`src/core/ppc_params.svh`:
```
// Purpose: named offsets, reset values and bit positions
// Assumes: word-index register map on a 32-bit Avalon-MM slave
// Notes: included by every design file of the playback block except the package
`ifndef PPC_PARAMS_SVH
`define PPC_PARAMS_SVH
// register word indices (byte address is four times the index)
`define PPC_IDX_FW_UPPER 8'h3E
`define PPC_IDX_FW_LOWER 8'h3F
`define PPC_IDX_TRIG_SEL 8'h44
`define PPC_IDX_SYN_CFG 8'h45
`define PPC_IDX_TW_MERGE 8'h47
`define PPC_IDX_PLAY_DLY 8'h5C
`define PPC_IDX_BEGIN 8'h5D
`define PPC_IDX_END 8'h5E
`define PPC_IDX_SINE_CNT 8'h5F
`define PPC_IDX_FAULT 8'h60
`define PPC_IDX_RUN_CTRL 8'h70
`define PPC_IDX_MARKER_DLY 8'h71
`define PPC_IDX_PERIOD 8'h72
`define PPC_IDX_STATUS 8'h73
// reset values and defaults
`define PPC_RST_ZERO16 16'h0000
`define PPC_RST_SINE_CNT 16'h0001
`define PPC_RST_MARKER 16'h0003
`define PPC_RST_PERIOD 16'hFFFF
`define PPC_DFLT_PAT_DLY 16'h0000
`define PPC_DFLT_MARKER 16'h0003
// fault bit positions
`define PPC_BIT_CLEAR 15
`define PPC_BIT_MARKER_LONG 5
`define PPC_BIT_PAT_SHORT 4
`define PPC_BIT_MARKER_SHORT 3
`define PPC_BIT_PERIOD_SHORT 2
`define PPC_BIT_ODD_LEN 1
`define PPC_BIT_MEM_CONFLICT 0
// control bit positions and fields
`define PPC_BIT_FIRST_ONLY 1
`define PPC_BIT_MEM_SEL 0
`define PPC_BIT_RUN 0
`define PPC_BIT_SINE 1
`define PPC_SHIFT_MAX 5'h10
`define PPC_SHIFT_UNITY 5'h0A
`endif

```
`src/core/ppc_pkg.sv`:
```
// Purpose: shared types of the playback configuration block
// Assumes: nothing beyond the params header
// Notes: sequencer states only
package ppc_pkg;
  // playback sequencer states
  typedef enum logic [1:0] {
    PPC_IDLE,
    PPC_DELAY,
    PPC_PLAY
  } ppc_state_t;
endpackage

```
`src/core/ppc_top.sv`:
```
// Purpose: register file, word merge and fault flags of the playback block
// Assumes: Avalon-MM word addressing, one DAC sample clock
// Notes: every register is a 16-bit value in the low half of a word
`timescale 1ns/1ps
`default_nettype none
`include "ppc_params.svh"
module ppc_top import ppc_pkg::*; (
  // clock and reset
  input wire logic i_clk_sys,
  input wire logic i_rst_n,
  // avalon-mm slave
  input wire logic [7:0] i_avs_address,
  input wire logic i_avs_read,
  input wire logic i_avs_write,
  input wire logic [31:0] i_avs_writedata,
  input wire logic [3:0] i_avs_byteenable,
  output logic [31:0] o_avs_readdata,
  output logic o_avs_waitrequest,
  // pattern memory side
  input wire logic [13:0] i_mem_sample,
  input wire logic i_mem_conflict,
  output logic [11:0] o_mem_addr,
  // synthesizer side
  input wire logic i_sine_wrap,
  output logic [23:0] o_synth_freq_word,
  output logic o_playing
);
  // byte-lane merge of a write into a 16-bit register
  function automatic logic [15:0] lane_wr(input logic [15:0] old,
                                          input logic [31:0] wd,
                                          input logic [3:0] be);
    logic [15:0] r;
    r = old;
    if (be[0]) begin
      r[7:0] = wd[7:0];
    end
    if (be[1]) begin
      r[15:8] = wd[15:8];
    end
    return r;
  endfunction

  // pattern length in samples, end minus begin plus one
  function automatic logic [12:0] pat_len(input logic [11:0] b,
                                          input logic [11:0] e);
    return {1'b0, e} - {1'b0, b} + 13'h0001;
  endfunction

  // bus handshake state
  logic wait_q, wait_d; // waitrequest, high while idle
  logic [31:0] rdata_q, rdata_d; // registered read data
  logic req; // read or write presented
  logic wr_fire; // write takes effect this edge
  logic [15:0] wr_val; // addressed register merged with the write
  logic [15:0] rd_val; // addressed register as seen by software

  // configuration registers
  logic [15:0] fw_upper_q, fw_upper_d; // upper frequency word
  logic [7:0] fw_lower_q, fw_lower_d; // lower frequency byte
  logic first_only_q, first_only_d; // delay before first only
  logic mem_sel_q, mem_sel_d; // memory frequency word select
  logic [4:0] shift_q, shift_d; // merge shift amount
  logic [15:0] dly_q, dly_d; // playback delay in cycles
  logic [11:0] begin_q, begin_d; // begin pointer
  logic [11:0] end_q, end_d; // end pointer
  logic [15:0] sine_q, sine_d; // sine repeat value
  logic run_q, run_d; // playback run level
  logic sine_mode_q, sine_mode_d; // sine instead of memory
  logic [15:0] marker_q, marker_d; // marker start delay
  logic [15:0] period_q, period_d; // pattern period
  logic [5:0] fault_q, fault_d; // sticky fault flags
  logic [5:0] set_vec; // fault conditions this cycle
  logic clear_wr; // software acknowledges faults
  logic [12:0] len_w; // pattern length, wraps modulo 8192

  // word path
  logic [23:0] base_word; // word from the registers alone
  logic [23:0] merged_word; // word with memory sample merged
  logic [23:0] word_q, word_d; // registered synthesizer word

  // sequencer state
  logic [11:0] seq_addr; // current memory address
  logic seq_playing; // sequencer is playing
  logic seq_in_delay; // sequencer is in its start delay

  assign req = i_avs_read | i_avs_write;
  assign wr_fire = i_avs_write && !wait_q;

  // waitrequest drops for one cycle, one edge after the request
  always_comb begin
    wait_d = 1'b1;
    rdata_d = rdata_q;
    if (req && wait_q) begin
      wait_d = 1'b0;
      rdata_d = {16'h0000, rd_val};
    end
  end

  // bus handshake registers
  always_ff @(posedge i_clk_sys or negedge i_rst_n) begin
    if (!i_rst_n) begin
      wait_q <= 1'b1;
      rdata_q <= 32'h00000000;
    end else begin
      wait_q <= wait_d;
      rdata_q <= rdata_d;
    end
  end

  // read mux, reserved bits and unmapped words read as zero
  always_comb begin
    rd_val = 16'h0000;
    case (i_avs_address)
      `PPC_IDX_FW_UPPER: rd_val = fw_upper_q;
      `PPC_IDX_FW_LOWER: rd_val = {fw_lower_q, 8'h00};
      `PPC_IDX_TRIG_SEL: rd_val[`PPC_BIT_FIRST_ONLY] = first_only_q;
      `PPC_IDX_SYN_CFG: rd_val[`PPC_BIT_MEM_SEL] = mem_sel_q;
      `PPC_IDX_TW_MERGE: rd_val = {11'h000, shift_q};
      `PPC_IDX_PLAY_DLY: rd_val = dly_q;
      `PPC_IDX_BEGIN: rd_val = {begin_q, 4'h0};
      `PPC_IDX_END: rd_val = {end_q, 4'h0};
      `PPC_IDX_SINE_CNT: rd_val = sine_q;
      `PPC_IDX_FAULT: rd_val = {10'h000, fault_q};
      `PPC_IDX_RUN_CTRL: begin
        rd_val[`PPC_BIT_RUN] = run_q;
        rd_val[`PPC_BIT_SINE] = sine_mode_q;
      end
      `PPC_IDX_MARKER_DLY: rd_val = marker_q;
      `PPC_IDX_PERIOD: rd_val = period_q;
      `PPC_IDX_STATUS: rd_val = {seq_addr, 2'h0, seq_in_delay, seq_playing};
      default: rd_val = 16'h0000;
    endcase
  end

  // the clear bit lives in the upper byte lane
  assign clear_wr = wr_fire && (i_avs_address == `PPC_IDX_FAULT) &&
                    i_avs_byteenable[1] &&
                    i_avs_writedata[`PPC_BIT_CLEAR];

  // two checks need the length, so it is worked out once
  assign len_w = pat_len(begin_q, end_q);

  // fault conditions are compared every cycle from the settings and the memory conflict input
  always_comb begin
    set_vec = 6'h00;
    set_vec[`PPC_BIT_MARKER_LONG] = marker_q > dly_q;
    set_vec[`PPC_BIT_PAT_SHORT] = dly_q < `PPC_DFLT_PAT_DLY;
    set_vec[`PPC_BIT_MARKER_SHORT] = marker_q < `PPC_DFLT_MARKER;
    set_vec[`PPC_BIT_PERIOD_SHORT] =
      period_q < {3'h0, len_w};
    set_vec[`PPC_BIT_ODD_LEN] =
      first_only_q && len_w[0];
    set_vec[`PPC_BIT_MEM_CONFLICT] = i_mem_conflict;
  end

  // writes land at the edge where waitrequest is sampled low
  always_comb begin
    wr_val = lane_wr(rd_val, i_avs_writedata, i_avs_byteenable);
    fw_upper_d = fw_upper_q;
    fw_lower_d = fw_lower_q;
    first_only_d = first_only_q;
    mem_sel_d = mem_sel_q;
    shift_d = shift_q;
    dly_d = dly_q;
    begin_d = begin_q;
    end_d = end_q;
    sine_d = sine_q;
    run_d = run_q;
    sine_mode_d = sine_mode_q;
    marker_d = marker_q;
    period_d = period_q;
    // a new condition wins over a clear in the same cycle
    if (clear_wr) begin
      fault_d = set_vec;
    end else begin
      fault_d = fault_q | set_vec;
    end
    if (wr_fire) begin
      case (i_avs_address)
        `PPC_IDX_FW_UPPER: fw_upper_d = wr_val;
        `PPC_IDX_FW_LOWER: fw_lower_d = wr_val[15:8];
        `PPC_IDX_TRIG_SEL: first_only_d = wr_val[`PPC_BIT_FIRST_ONLY];
        `PPC_IDX_SYN_CFG: mem_sel_d = wr_val[`PPC_BIT_MEM_SEL];
        `PPC_IDX_TW_MERGE: shift_d = wr_val[4:0];
        `PPC_IDX_PLAY_DLY: dly_d = wr_val;
        `PPC_IDX_BEGIN: begin_d = wr_val[15:4];
        `PPC_IDX_END: end_d = wr_val[15:4];
        `PPC_IDX_SINE_CNT: sine_d = wr_val;
        `PPC_IDX_RUN_CTRL: begin
          run_d = wr_val[`PPC_BIT_RUN];
          sine_mode_d = wr_val[`PPC_BIT_SINE];
        end
        `PPC_IDX_MARKER_DLY: marker_d = wr_val;
        `PPC_IDX_PERIOD: period_d = wr_val;
        default: begin
          // read-only or unmapped words ignore writes
        end
      endcase
    end
  end

  // configuration and fault registers
  always_ff @(posedge i_clk_sys or negedge i_rst_n) begin
    if (!i_rst_n) begin
      fw_upper_q <= `PPC_RST_ZERO16;
      fw_lower_q <= 8'h00;
      first_only_q <= 1'b0;
      mem_sel_q <= 1'b0;
      shift_q <= 5'h00;
      dly_q <= `PPC_RST_ZERO16;
      begin_q <= 12'h000;
      end_q <= 12'h000;
      sine_q <= `PPC_RST_SINE_CNT;
      run_q <= 1'b0;
      sine_mode_q <= 1'b0;
      marker_q <= `PPC_RST_MARKER;
      period_q <= `PPC_RST_PERIOD;
      fault_q <= 6'h00;
    end else begin
      fw_upper_q <= fw_upper_d;
      fw_lower_q <= fw_lower_d;
      first_only_q <= first_only_d;
      mem_sel_q <= mem_sel_d;
      shift_q <= shift_d;
      dly_q <= dly_d;
      begin_q <= begin_d;
      end_q <= end_d;
      sine_q <= sine_d;
      run_q <= run_d;
      sine_mode_q <= sine_mode_d;
      marker_q <= marker_d;
      period_q <= period_d;
      fault_q <= fault_d;
    end
  end

  // register word: upper sixteen bits plus the lower byte
  assign base_word = {fw_upper_q, fw_lower_q};

  ppc_merge u_merge (
    .i_shift(shift_q),
    .i_base(base_word),
    .i_sample(i_mem_sample),
    .o_merged(merged_word)
  );

  // registered so the synthesizer sees a glitch-free word
  always_comb begin
    word_d = mem_sel_q ? merged_word : base_word;
  end

  // synthesizer word register
  always_ff @(posedge i_clk_sys or negedge i_rst_n) begin
    if (!i_rst_n) begin
      word_q <= 24'h000000;
    end else begin
      word_q <= word_d;
    end
  end

  ppc_sequencer u_seq (
    .i_clk_sys(i_clk_sys),
    .i_rst_n(i_rst_n),
    .i_run(run_q),
    .i_sine_mode(sine_mode_q),
    .i_first_only(first_only_q),
    .i_sine_wrap(i_sine_wrap),
    .i_delay(dly_q),
    .i_cycles(sine_q),
    .i_begin(begin_q),
    .i_end(end_q),
    .o_addr(seq_addr),
    .o_playing(seq_playing),
    .o_in_delay(seq_in_delay)
  );

  assign o_avs_readdata = rdata_q;
  assign o_avs_waitrequest = wait_q;
  assign o_synth_freq_word = word_q;
  assign o_mem_addr = seq_addr;
  assign o_playing = seq_playing;

  // one waited cycle, then the answer
  a_bus_answer: assert property (@(posedge i_clk_sys) disable iff (!i_rst_n)
    (req && o_avs_waitrequest) |=> !o_avs_waitrequest)
    else $error("waitrequest did not drop after one cycle");
  // a clear with no live condition empties the register
  a_fault_clear: assert property (
    @(posedge i_clk_sys) disable iff (!i_rst_n)
    (clear_wr && set_vec == 6'h00) |=> fault_q == 6'h00)
    else $error("fault flags survived a clear");
  // no flag may fall without a clear
  a_fault_sticky: assert property (
    @(posedge i_clk_sys) disable iff (!i_rst_n)
    !clear_wr |=> (fault_q & $past(fault_q)) == $past(fault_q))
    else $error("fault flag dropped without a clear");
  // each live condition shows in its flag one edge later
  a_marker_long: assert property (
    @(posedge i_clk_sys) disable iff (!i_rst_n)
    (marker_q > dly_q) |=> fault_q[`PPC_BIT_MARKER_LONG])
    else $error("marker-long flag not raised");
  a_pat_short: assert property (
    @(posedge i_clk_sys) disable iff (!i_rst_n)
    (dly_q < `PPC_DFLT_PAT_DLY) |=> fault_q[`PPC_BIT_PAT_SHORT])
    else $error("pattern-delay-short flag not raised");
  a_marker_short: assert property (
    @(posedge i_clk_sys) disable iff (!i_rst_n)
    (marker_q < `PPC_DFLT_MARKER) |=> fault_q[`PPC_BIT_MARKER_SHORT])
    else $error("marker-short flag not raised");
  a_period_short: assert property (
    @(posedge i_clk_sys) disable iff (!i_rst_n)
    (period_q < {3'h0, pat_len(begin_q, end_q)})
    |=> fault_q[`PPC_BIT_PERIOD_SHORT])
    else $error("period-short flag not raised");
  a_odd_length: assert property (
    @(posedge i_clk_sys) disable iff (!i_rst_n)
    (first_only_q && end_q[0] == begin_q[0])
    |=> fault_q[`PPC_BIT_ODD_LEN])
    else $error("odd-length flag not raised");
  a_mem_conflict: assert property (
    @(posedge i_clk_sys) disable iff (!i_rst_n)
    i_mem_conflict |=> fault_q[`PPC_BIT_MEM_CONFLICT])
    else $error("memory conflict flag not raised");
  // with the select low the memory sample must not leak in
  a_word_select: assert property (
    @(posedge i_clk_sys) disable iff (!i_rst_n)
    !mem_sel_q |=> o_synth_freq_word == $past(base_word))
    else $error("register word not used while select is low");
  // at shift ten the sample fills the low fourteen bits exactly
  a_merge_unity: assert property (
    @(posedge i_clk_sys) disable iff (!i_rst_n)
    (mem_sel_q && shift_q == `PPC_SHIFT_UNITY)
    |=> o_synth_freq_word == {$past(fw_upper_q[15:6]),
                              $past(i_mem_sample)})
    else $error("merge at shift ten is wrong");
endmodule
`default_nettype wire

```
`src/core/ppc_merge.sv`:
```
// Purpose: merge a 14-bit memory sample into the 24-bit frequency word
// Assumes: shift amount 0 to 16, larger values reserved
// Notes: purely combinational, the caller registers the result
`timescale 1ns/1ps
`default_nettype none
`include "ppc_params.svh"
module ppc_merge (
  // controls
  input wire logic [4:0] i_shift,
  // operands
  input wire logic [23:0] i_base,
  input wire logic [13:0] i_sample,
  // result
  output logic [23:0] o_merged
);
  logic [23:0] keep_mask; // top n bits kept from the base word
  logic [23:0] placed; // sample shifted below the kept bits

  // reserved amounts leave the word untouched rather than guess
  always_comb begin
    keep_mask = ~(24'hFFFFFF >> i_shift);
    placed = {i_sample, 10'h000} >> i_shift;
    if (i_shift > `PPC_SHIFT_MAX) begin
      o_merged = i_base;
    end else begin
      o_merged = (i_base & keep_mask) | placed;
    end
  end
endmodule
`default_nettype wire

```
`src/core/ppc_sequencer.sv`:
```
// Purpose: start delay, address walk and sine cycle count
// Assumes: run level and settings come from the register file
// Notes: one entry cycle precedes the counted delay
`timescale 1ns/1ps
`default_nettype none
`include "ppc_params.svh"
module ppc_sequencer import ppc_pkg::*; (
  // clock and reset
  input wire logic i_clk_sys,
  input wire logic i_rst_n,
  // controls
  input wire logic i_run,
  input wire logic i_sine_mode,
  input wire logic i_first_only,
  input wire logic i_sine_wrap,
  // settings
  input wire logic [15:0] i_delay,
  input wire logic [15:0] i_cycles,
  input wire logic [11:0] i_begin,
  input wire logic [11:0] i_end,
  // state
  output logic [11:0] o_addr,
  output logic o_playing,
  output logic o_in_delay
);
  ppc_state_t st_q, st_d; // sequencer state
  logic [15:0] cnt_q, cnt_d; // delay or sine-cycle counter
  logic [11:0] addr_q, addr_d; // current memory address
  logic play_q, play_d; // registered playing flag
  logic dly_q, dly_d; // registered delay flag
  logic last; // last sample or cycle of a repetition

  // next state of the sequencer
  always_comb begin
    st_d = st_q;
    cnt_d = cnt_q;
    addr_d = addr_q;
    last = 1'b0;
    case (st_q)
      PPC_IDLE: begin
        if (i_run) begin
          st_d = PPC_DELAY;
          cnt_d = 16'h0000;
        end
      end
      PPC_DELAY: begin
        if (!i_run) begin
          st_d = PPC_IDLE;
        end else if (cnt_q >= i_delay) begin
          st_d = PPC_PLAY;
          addr_d = i_begin;
          cnt_d = 16'h0000;
        end else begin
          cnt_d = cnt_q + 16'h0001;
        end
      end
      PPC_PLAY: begin
        if (!i_run) begin
          st_d = PPC_IDLE;
        end else begin
          if (i_sine_mode) begin
            // a zero count behaves as one cycle
            last = i_sine_wrap && (cnt_q + 16'h0001 >= i_cycles);
            if (i_sine_wrap) begin
              cnt_d = cnt_q + 16'h0001;
            end
          end else begin
            last = (addr_q == i_end);
            addr_d = addr_q + 12'h001;
          end
          if (last) begin
            addr_d = i_begin;
            cnt_d = 16'h0000;
            // first-only mode skips the delay on repeats
            if (!i_first_only) begin
              st_d = PPC_DELAY;
            end
          end
        end
      end
      default: begin
        st_d = PPC_IDLE;
      end
    endcase
    play_d = (st_d == PPC_PLAY);
    dly_d = (st_d == PPC_DELAY);
  end

  // state registers
  always_ff @(posedge i_clk_sys or negedge i_rst_n) begin
    if (!i_rst_n) begin
      st_q <= PPC_IDLE;
      cnt_q <= 16'h0000;
      addr_q <= 12'h000;
      play_q <= 1'b0;
      dly_q <= 1'b0;
    end else begin
      st_q <= st_d;
      cnt_q <= cnt_d;
      addr_q <= addr_d;
      play_q <= play_d;
      dly_q <= dly_d;
    end
  end

  assign o_addr = addr_q;
  assign o_playing = play_q;
  assign o_in_delay = dly_q;

  // playback always opens at the begin pointer
  a_play_begin: assert property (
    @(posedge i_clk_sys) disable iff (!i_rst_n)
    $rose(o_playing) |-> o_addr == $past(i_begin))
    else $error("playback did not open at begin pointer");
  // memory walk wraps at the end pointer
  a_play_end: assert property (
    @(posedge i_clk_sys) disable iff (!i_rst_n)
    (o_playing && i_run && !i_sine_mode && o_addr == i_end)
    |=> o_addr == $past(i_begin))
    else $error("walk did not wrap at end pointer");
endmodule
`default_nettype wire

```
`config.mk`:
```
export PLATFORM = sky130hd
export DESIGN_NAME = ppc_top
export DESIGN_NICKNAME = d
export VERILOG_FILES = /design/src/core/ppc_pkg.sv /design/src/core/ppc_top.sv /design/src/core/ppc_merge.sv /design/src/core/ppc_sequencer.sv
export VERILOG_INCLUDE_DIRS = /design/src /design/src/core
export SDC_FILE = /design/constraint.sdc
export NUM_CORES = 1
export LEC_CHECK = 0
export BUFFER_PORTS_ARGS = -buffer_cell sky130_fd_sc_hd__buf_2
export CORE_MARGIN = 1.5
export CORE_UTILIZATION = 54
export DETAILED_ROUTE_END_ITERATION = 16
export PLACE_DENSITY = 0.83
export SLEW_MARGIN = 20
export SYNTH_ARGS = -nofsm -noshare
export SYNTH_HDL_FRONTEND = slang
export SYNTH_SLANG_ARGS = --single-unit
```
`constraint.sdc`:
```
create_clock -name i_clk_sys -period 3.5 [get_ports i_clk_sys]
set_input_delay 0.525 -clock i_clk_sys [delete_from_list [all_inputs] [get_ports i_clk_sys]]
set_output_delay 0.525 -clock i_clk_sys [all_outputs]
set_load 0.01 [all_outputs]
```
==> summary.txt <==
Floorplanning
  • Ports: between 100 and 150
  • Die area: 24,000 um2
  • Initial Util: 55.0%
  • Die H: 155 um
  • FP Rows: 55
  • Die Span X: 155 um
  • CORE AREA: 22,600 um2

Global route
  • Largest net degree at the start of global routing: 79
  • GRT Total Usage: 31.6%
  • First-pass GRT wire length: 58.5 mm
  • Number of global-route vias before repair: 10,700
  • Final global-route overflow total: 0
  • Initial antenna violation count: 1

Synth
  • Async SR Flop Fraction: 100%
  • Post-synth top area share: 35.9%
  • Synth top area cells: dfrtp_1, ha_1, mux2_2
  • Synth warn: 0
  • Register bit total from synthesis: 199
  • Syn Inst Count: 1,282
  • Yosys top cell by area: dfrtp_1
  • Mapped Area: 12,500 um2
  • Syn Area/Cell: ~10 um2
  • Main synth FF type: dfrtp_1
  • Register area share after synthesis: 40.2%
  • Number of synthesized flops with an enable pin: 0
  • Post-synthesis cell type count: 82

Worst setup path
  • Worst EP required: ~3.9 ns
  • CP Capture Type: register
  • CP Launch Type: register
  • Crit-path slowest cell: dfrtp_1
  • Crit path max fanout: 3
  • Setup CP Type: register to register
  • Critical Path, Cell by Cell: ha_1, inv_1, ha_2, inv_2, fa_2, inv_2, a21oi_2, o21bai_1, a21o_1, a21o_1, a31oi_4, xor2_1, ha_1, a21o_1, a21o_1, a21oi_2, o21ai_2, a21oi_1
  • Crit-path leading delay family: compound AO/OA/AOI/OAI gates
  • Crit path largest cell delay: 0.39 ns
  • Worst Path Arrival: 3.82 ns
  • Most used cell, CP: a21o_1
  • Buffer and inverter count on the worst path: 3

Finish
  • Layout cell share with drive strength beyond 1: between 20% and 30%
  • Net count, final: ~1,600
  • N_diodes: 0
  • Final Util: between 60% and 70%
  • Final non-filler cell area: 14,300 um2
  • Area Growth Syn to Fin: 15.0%
  • Non-Filler Instances: 1,703

Placed design
  • RePlAce Congestion: 0.972
  • Placed instance count: 1,657
  • IO Port Bufs: 99
  • Post-DP HPWL: 27.5 mm
  • Placed inst area: 13,500 um2
  • Place WS: -0.0662 ns

CTS
  • CTS tree: done
  • Num Clock Sinks: 199
  • CTS Buf Count: 17
  • Hold_buf cts: 0
  • Worst-path clk slew: ~0.08 ns
  • Clock tree buffer depth: 2
  • Clk_lat worst skew: 0.45 ns
  • Root buf cell: clkbuf_16
  • H-tree depth: 4

Pwr
  • Overall Power: between 5 and 6 mW
  • PD cells: 370 nW/um2
  • VDD IR max: 0.000306 V
  • Leakage: between 6 and 7 nW

Job
  • Max-Cap Viols: 0

STA
  • Clock skew: around 0.012 ns
  • Setup tns final: 0 ns
  • Worst setup margin: 0.0564 ns
  • Setup violators final: 0
  • Max-slew violations: 0
  • Final Hold Viols: 0
  • Rel. slew slack: 27.8%
  • Post-route clock period utilization: 98.4%
  • Hold slack: 0.103 ns
  • RSZ-0062 raised after global routing: yes
  • Fmax: 290 MHz
  • Worst-Margin Slew: 1.08 ns
  • Post-layout min period: 3.44 ns

Detailed routing
  • Detailed Route WL: approximately 38 mm
  • Starting DRT DRC Count: 1,259
  • Via count: around 11,000
  • Routed wire length per instance: approximately 22 um
  • Via density: 6.50
  • Pre-antenna DRT Iters: 5
  • Post-DRT Antenna Nets: 0
  • Drt drc: 0

Hold path
  • Hold WC Path Type: input port to async pin

Outcome
  • Status: finished clean
==> layout by cell type (no fill, tap or decap), types with 7 or more instances in the layout <==
| master | n |
|---|---|
| dfrtp_1 | 179 |
| mux2i_1 | 38 |
| a211oi_1 | 8 |
| mux4_2 | 9 |
| a22o_1 | 20 |
| nand4_1 | 11 |
| buf_4 | 66 |
| xnor2_1 | 20 |
| a21o_1 | 19 |
| dfstp_2 | 20 |
| buf_2 | 98 |
| o22a_1 | 10 |
| nor2b_1 | 12 |
| conb_1 | 16 |
| inv_1 | 74 |
| o31ai_1 | 7 |
| nand2_1 | 147 |
| nand2b_1 | 10 |
| a21oi_1 | 55 |
| and3_1 | 10 |
| xor2_1 | 10 |
| nor2_1 | 51 |
| nand3_1 | 30 |
| a22oi_1 | 18 |
| ha_1 | 87 |
| nor3_1 | 15 |
| o21ai_0 | 113 |
| clkbuf_16 | 18 |
| mux2_2 | 81 |
| a31oi_1 | 14 |
| and2_1 | 7 |
==> final timing paths <==
| check | from | slack, ns | depth (start not counted) | to |
|---|---|---|---|---|
| worst max-delay path | begin_q[1] | 0.06 | 18 | fault_q[2] |
| worst min-delay path | i_rst_n | 0.10 | 1 | sine_q[3] |
| worst max register to register | begin_q[1] | 0.06 | 18 | fault_q[2] |
| worst min register to register | o_avs_readdata[13] | 0.48 | 2 | o_avs_readdata[13] |
| max in group asynchronous | i_rst_n | 2.42 | 2 | marker_q[0] |
| min in group i_clk_sys | i_mem_conflict | 0.27 | 2 | fault_q[0] |
==> cells by family (layout without fill, tap and decap cells) <==
logic type | count (synthesis) | after routing | share of synthesized area [%]
AOI/OAI and AO/OA | 343 | 343 | 18.0
and+or+nand+nor | 328 | 328 | 12.6
DFF | 199 | 199 | 40.2
buffers and inverters | 159 | 280 | 5.60
muxes | 128 | 128 | 12.0
adders and majority gates | 90 | 90 | 9.10
xor gates and xnor gates | 34 | 34 | 2.51
other | 1 | 16 | 0.0301
==> routing by layer <==
metal	vias up	part of all wire, %	GRT usage [%]
met5	-	0	0
met4	0	4.6	14.1
met3	151	9.5	5.35
met2	721	46	51.0
met1	5330	40	41.9
li1	4860	-	-
==> final cells by class <==
| cell class | instances | area (um2) |
|---|---|---|
| fillers | 1769 | 8310 |
| multi-input cells | 939 | 6980 |
| flip-flops and latches | 199 | 5000 |
| repair buffers | 170 | 1100 |
| clock buffers | 17 | 425 |
| well taps | 285 | 357 |
| inverters | 78 | 293 |
| clock inverters | 15 | 179 |
==> sequential cells by signal, summed over array words and instances, names as in the netlist, 16 cells and up <==
name and count:
marker_q 16, period_q 16, dly_q 16, o_synth_freq_word 24
o_avs_readdata 16, sine_q 16, fw_upper_q 16, u_seq.cnt_q 16
==> synth_stat cells, types with 6 or more instances <==
cell / n
nand2b_1: 10
buf_1: 7
nand3_1: 31
ha_1: 89
o22a_1: 10
mux4_2: 9
a22o_1: 20
nor2_1: 53
nor4_1: 6
a22oi_1: 18
o21ai_0: 116
and2_1: 7
xnor2_1: 21
o31ai_1: 7
inv_1: 76
xor2_1: 11
nand2_1: 147
dfrtp_1: 179
mux2_2: 81
and3_1: 11
nand4_1: 11
a21oi_1: 59
mux2i_1: 38
nor3_1: 16
clkbuf_1: 45
buf_4: 16
buf_2: 9
a21o_1: 19
nor2b_1: 12
a31oi_1: 15
a211oi_1: 8
dfstp_2: 20
==> power breakdown <==
group / total, mW / internal (mW) / switching [mW]
combinational: 0.793 / 0.313 / 0.480
sequential: 2.46 / 2.37 / 0.0918
clock: 2.05 / 1.03 / 1.02
total: 5.30 / 3.71 / 1.59
==> timing repair <==
action / in CTS / in global routing
cloned: 0 / 1
buffers inserted: 4 / 9
setup endpoints to repair: 15 / 32
pin swaps: 2 / 16
resized for setup: 4 / 28
(Power assumes the default switching activity.)
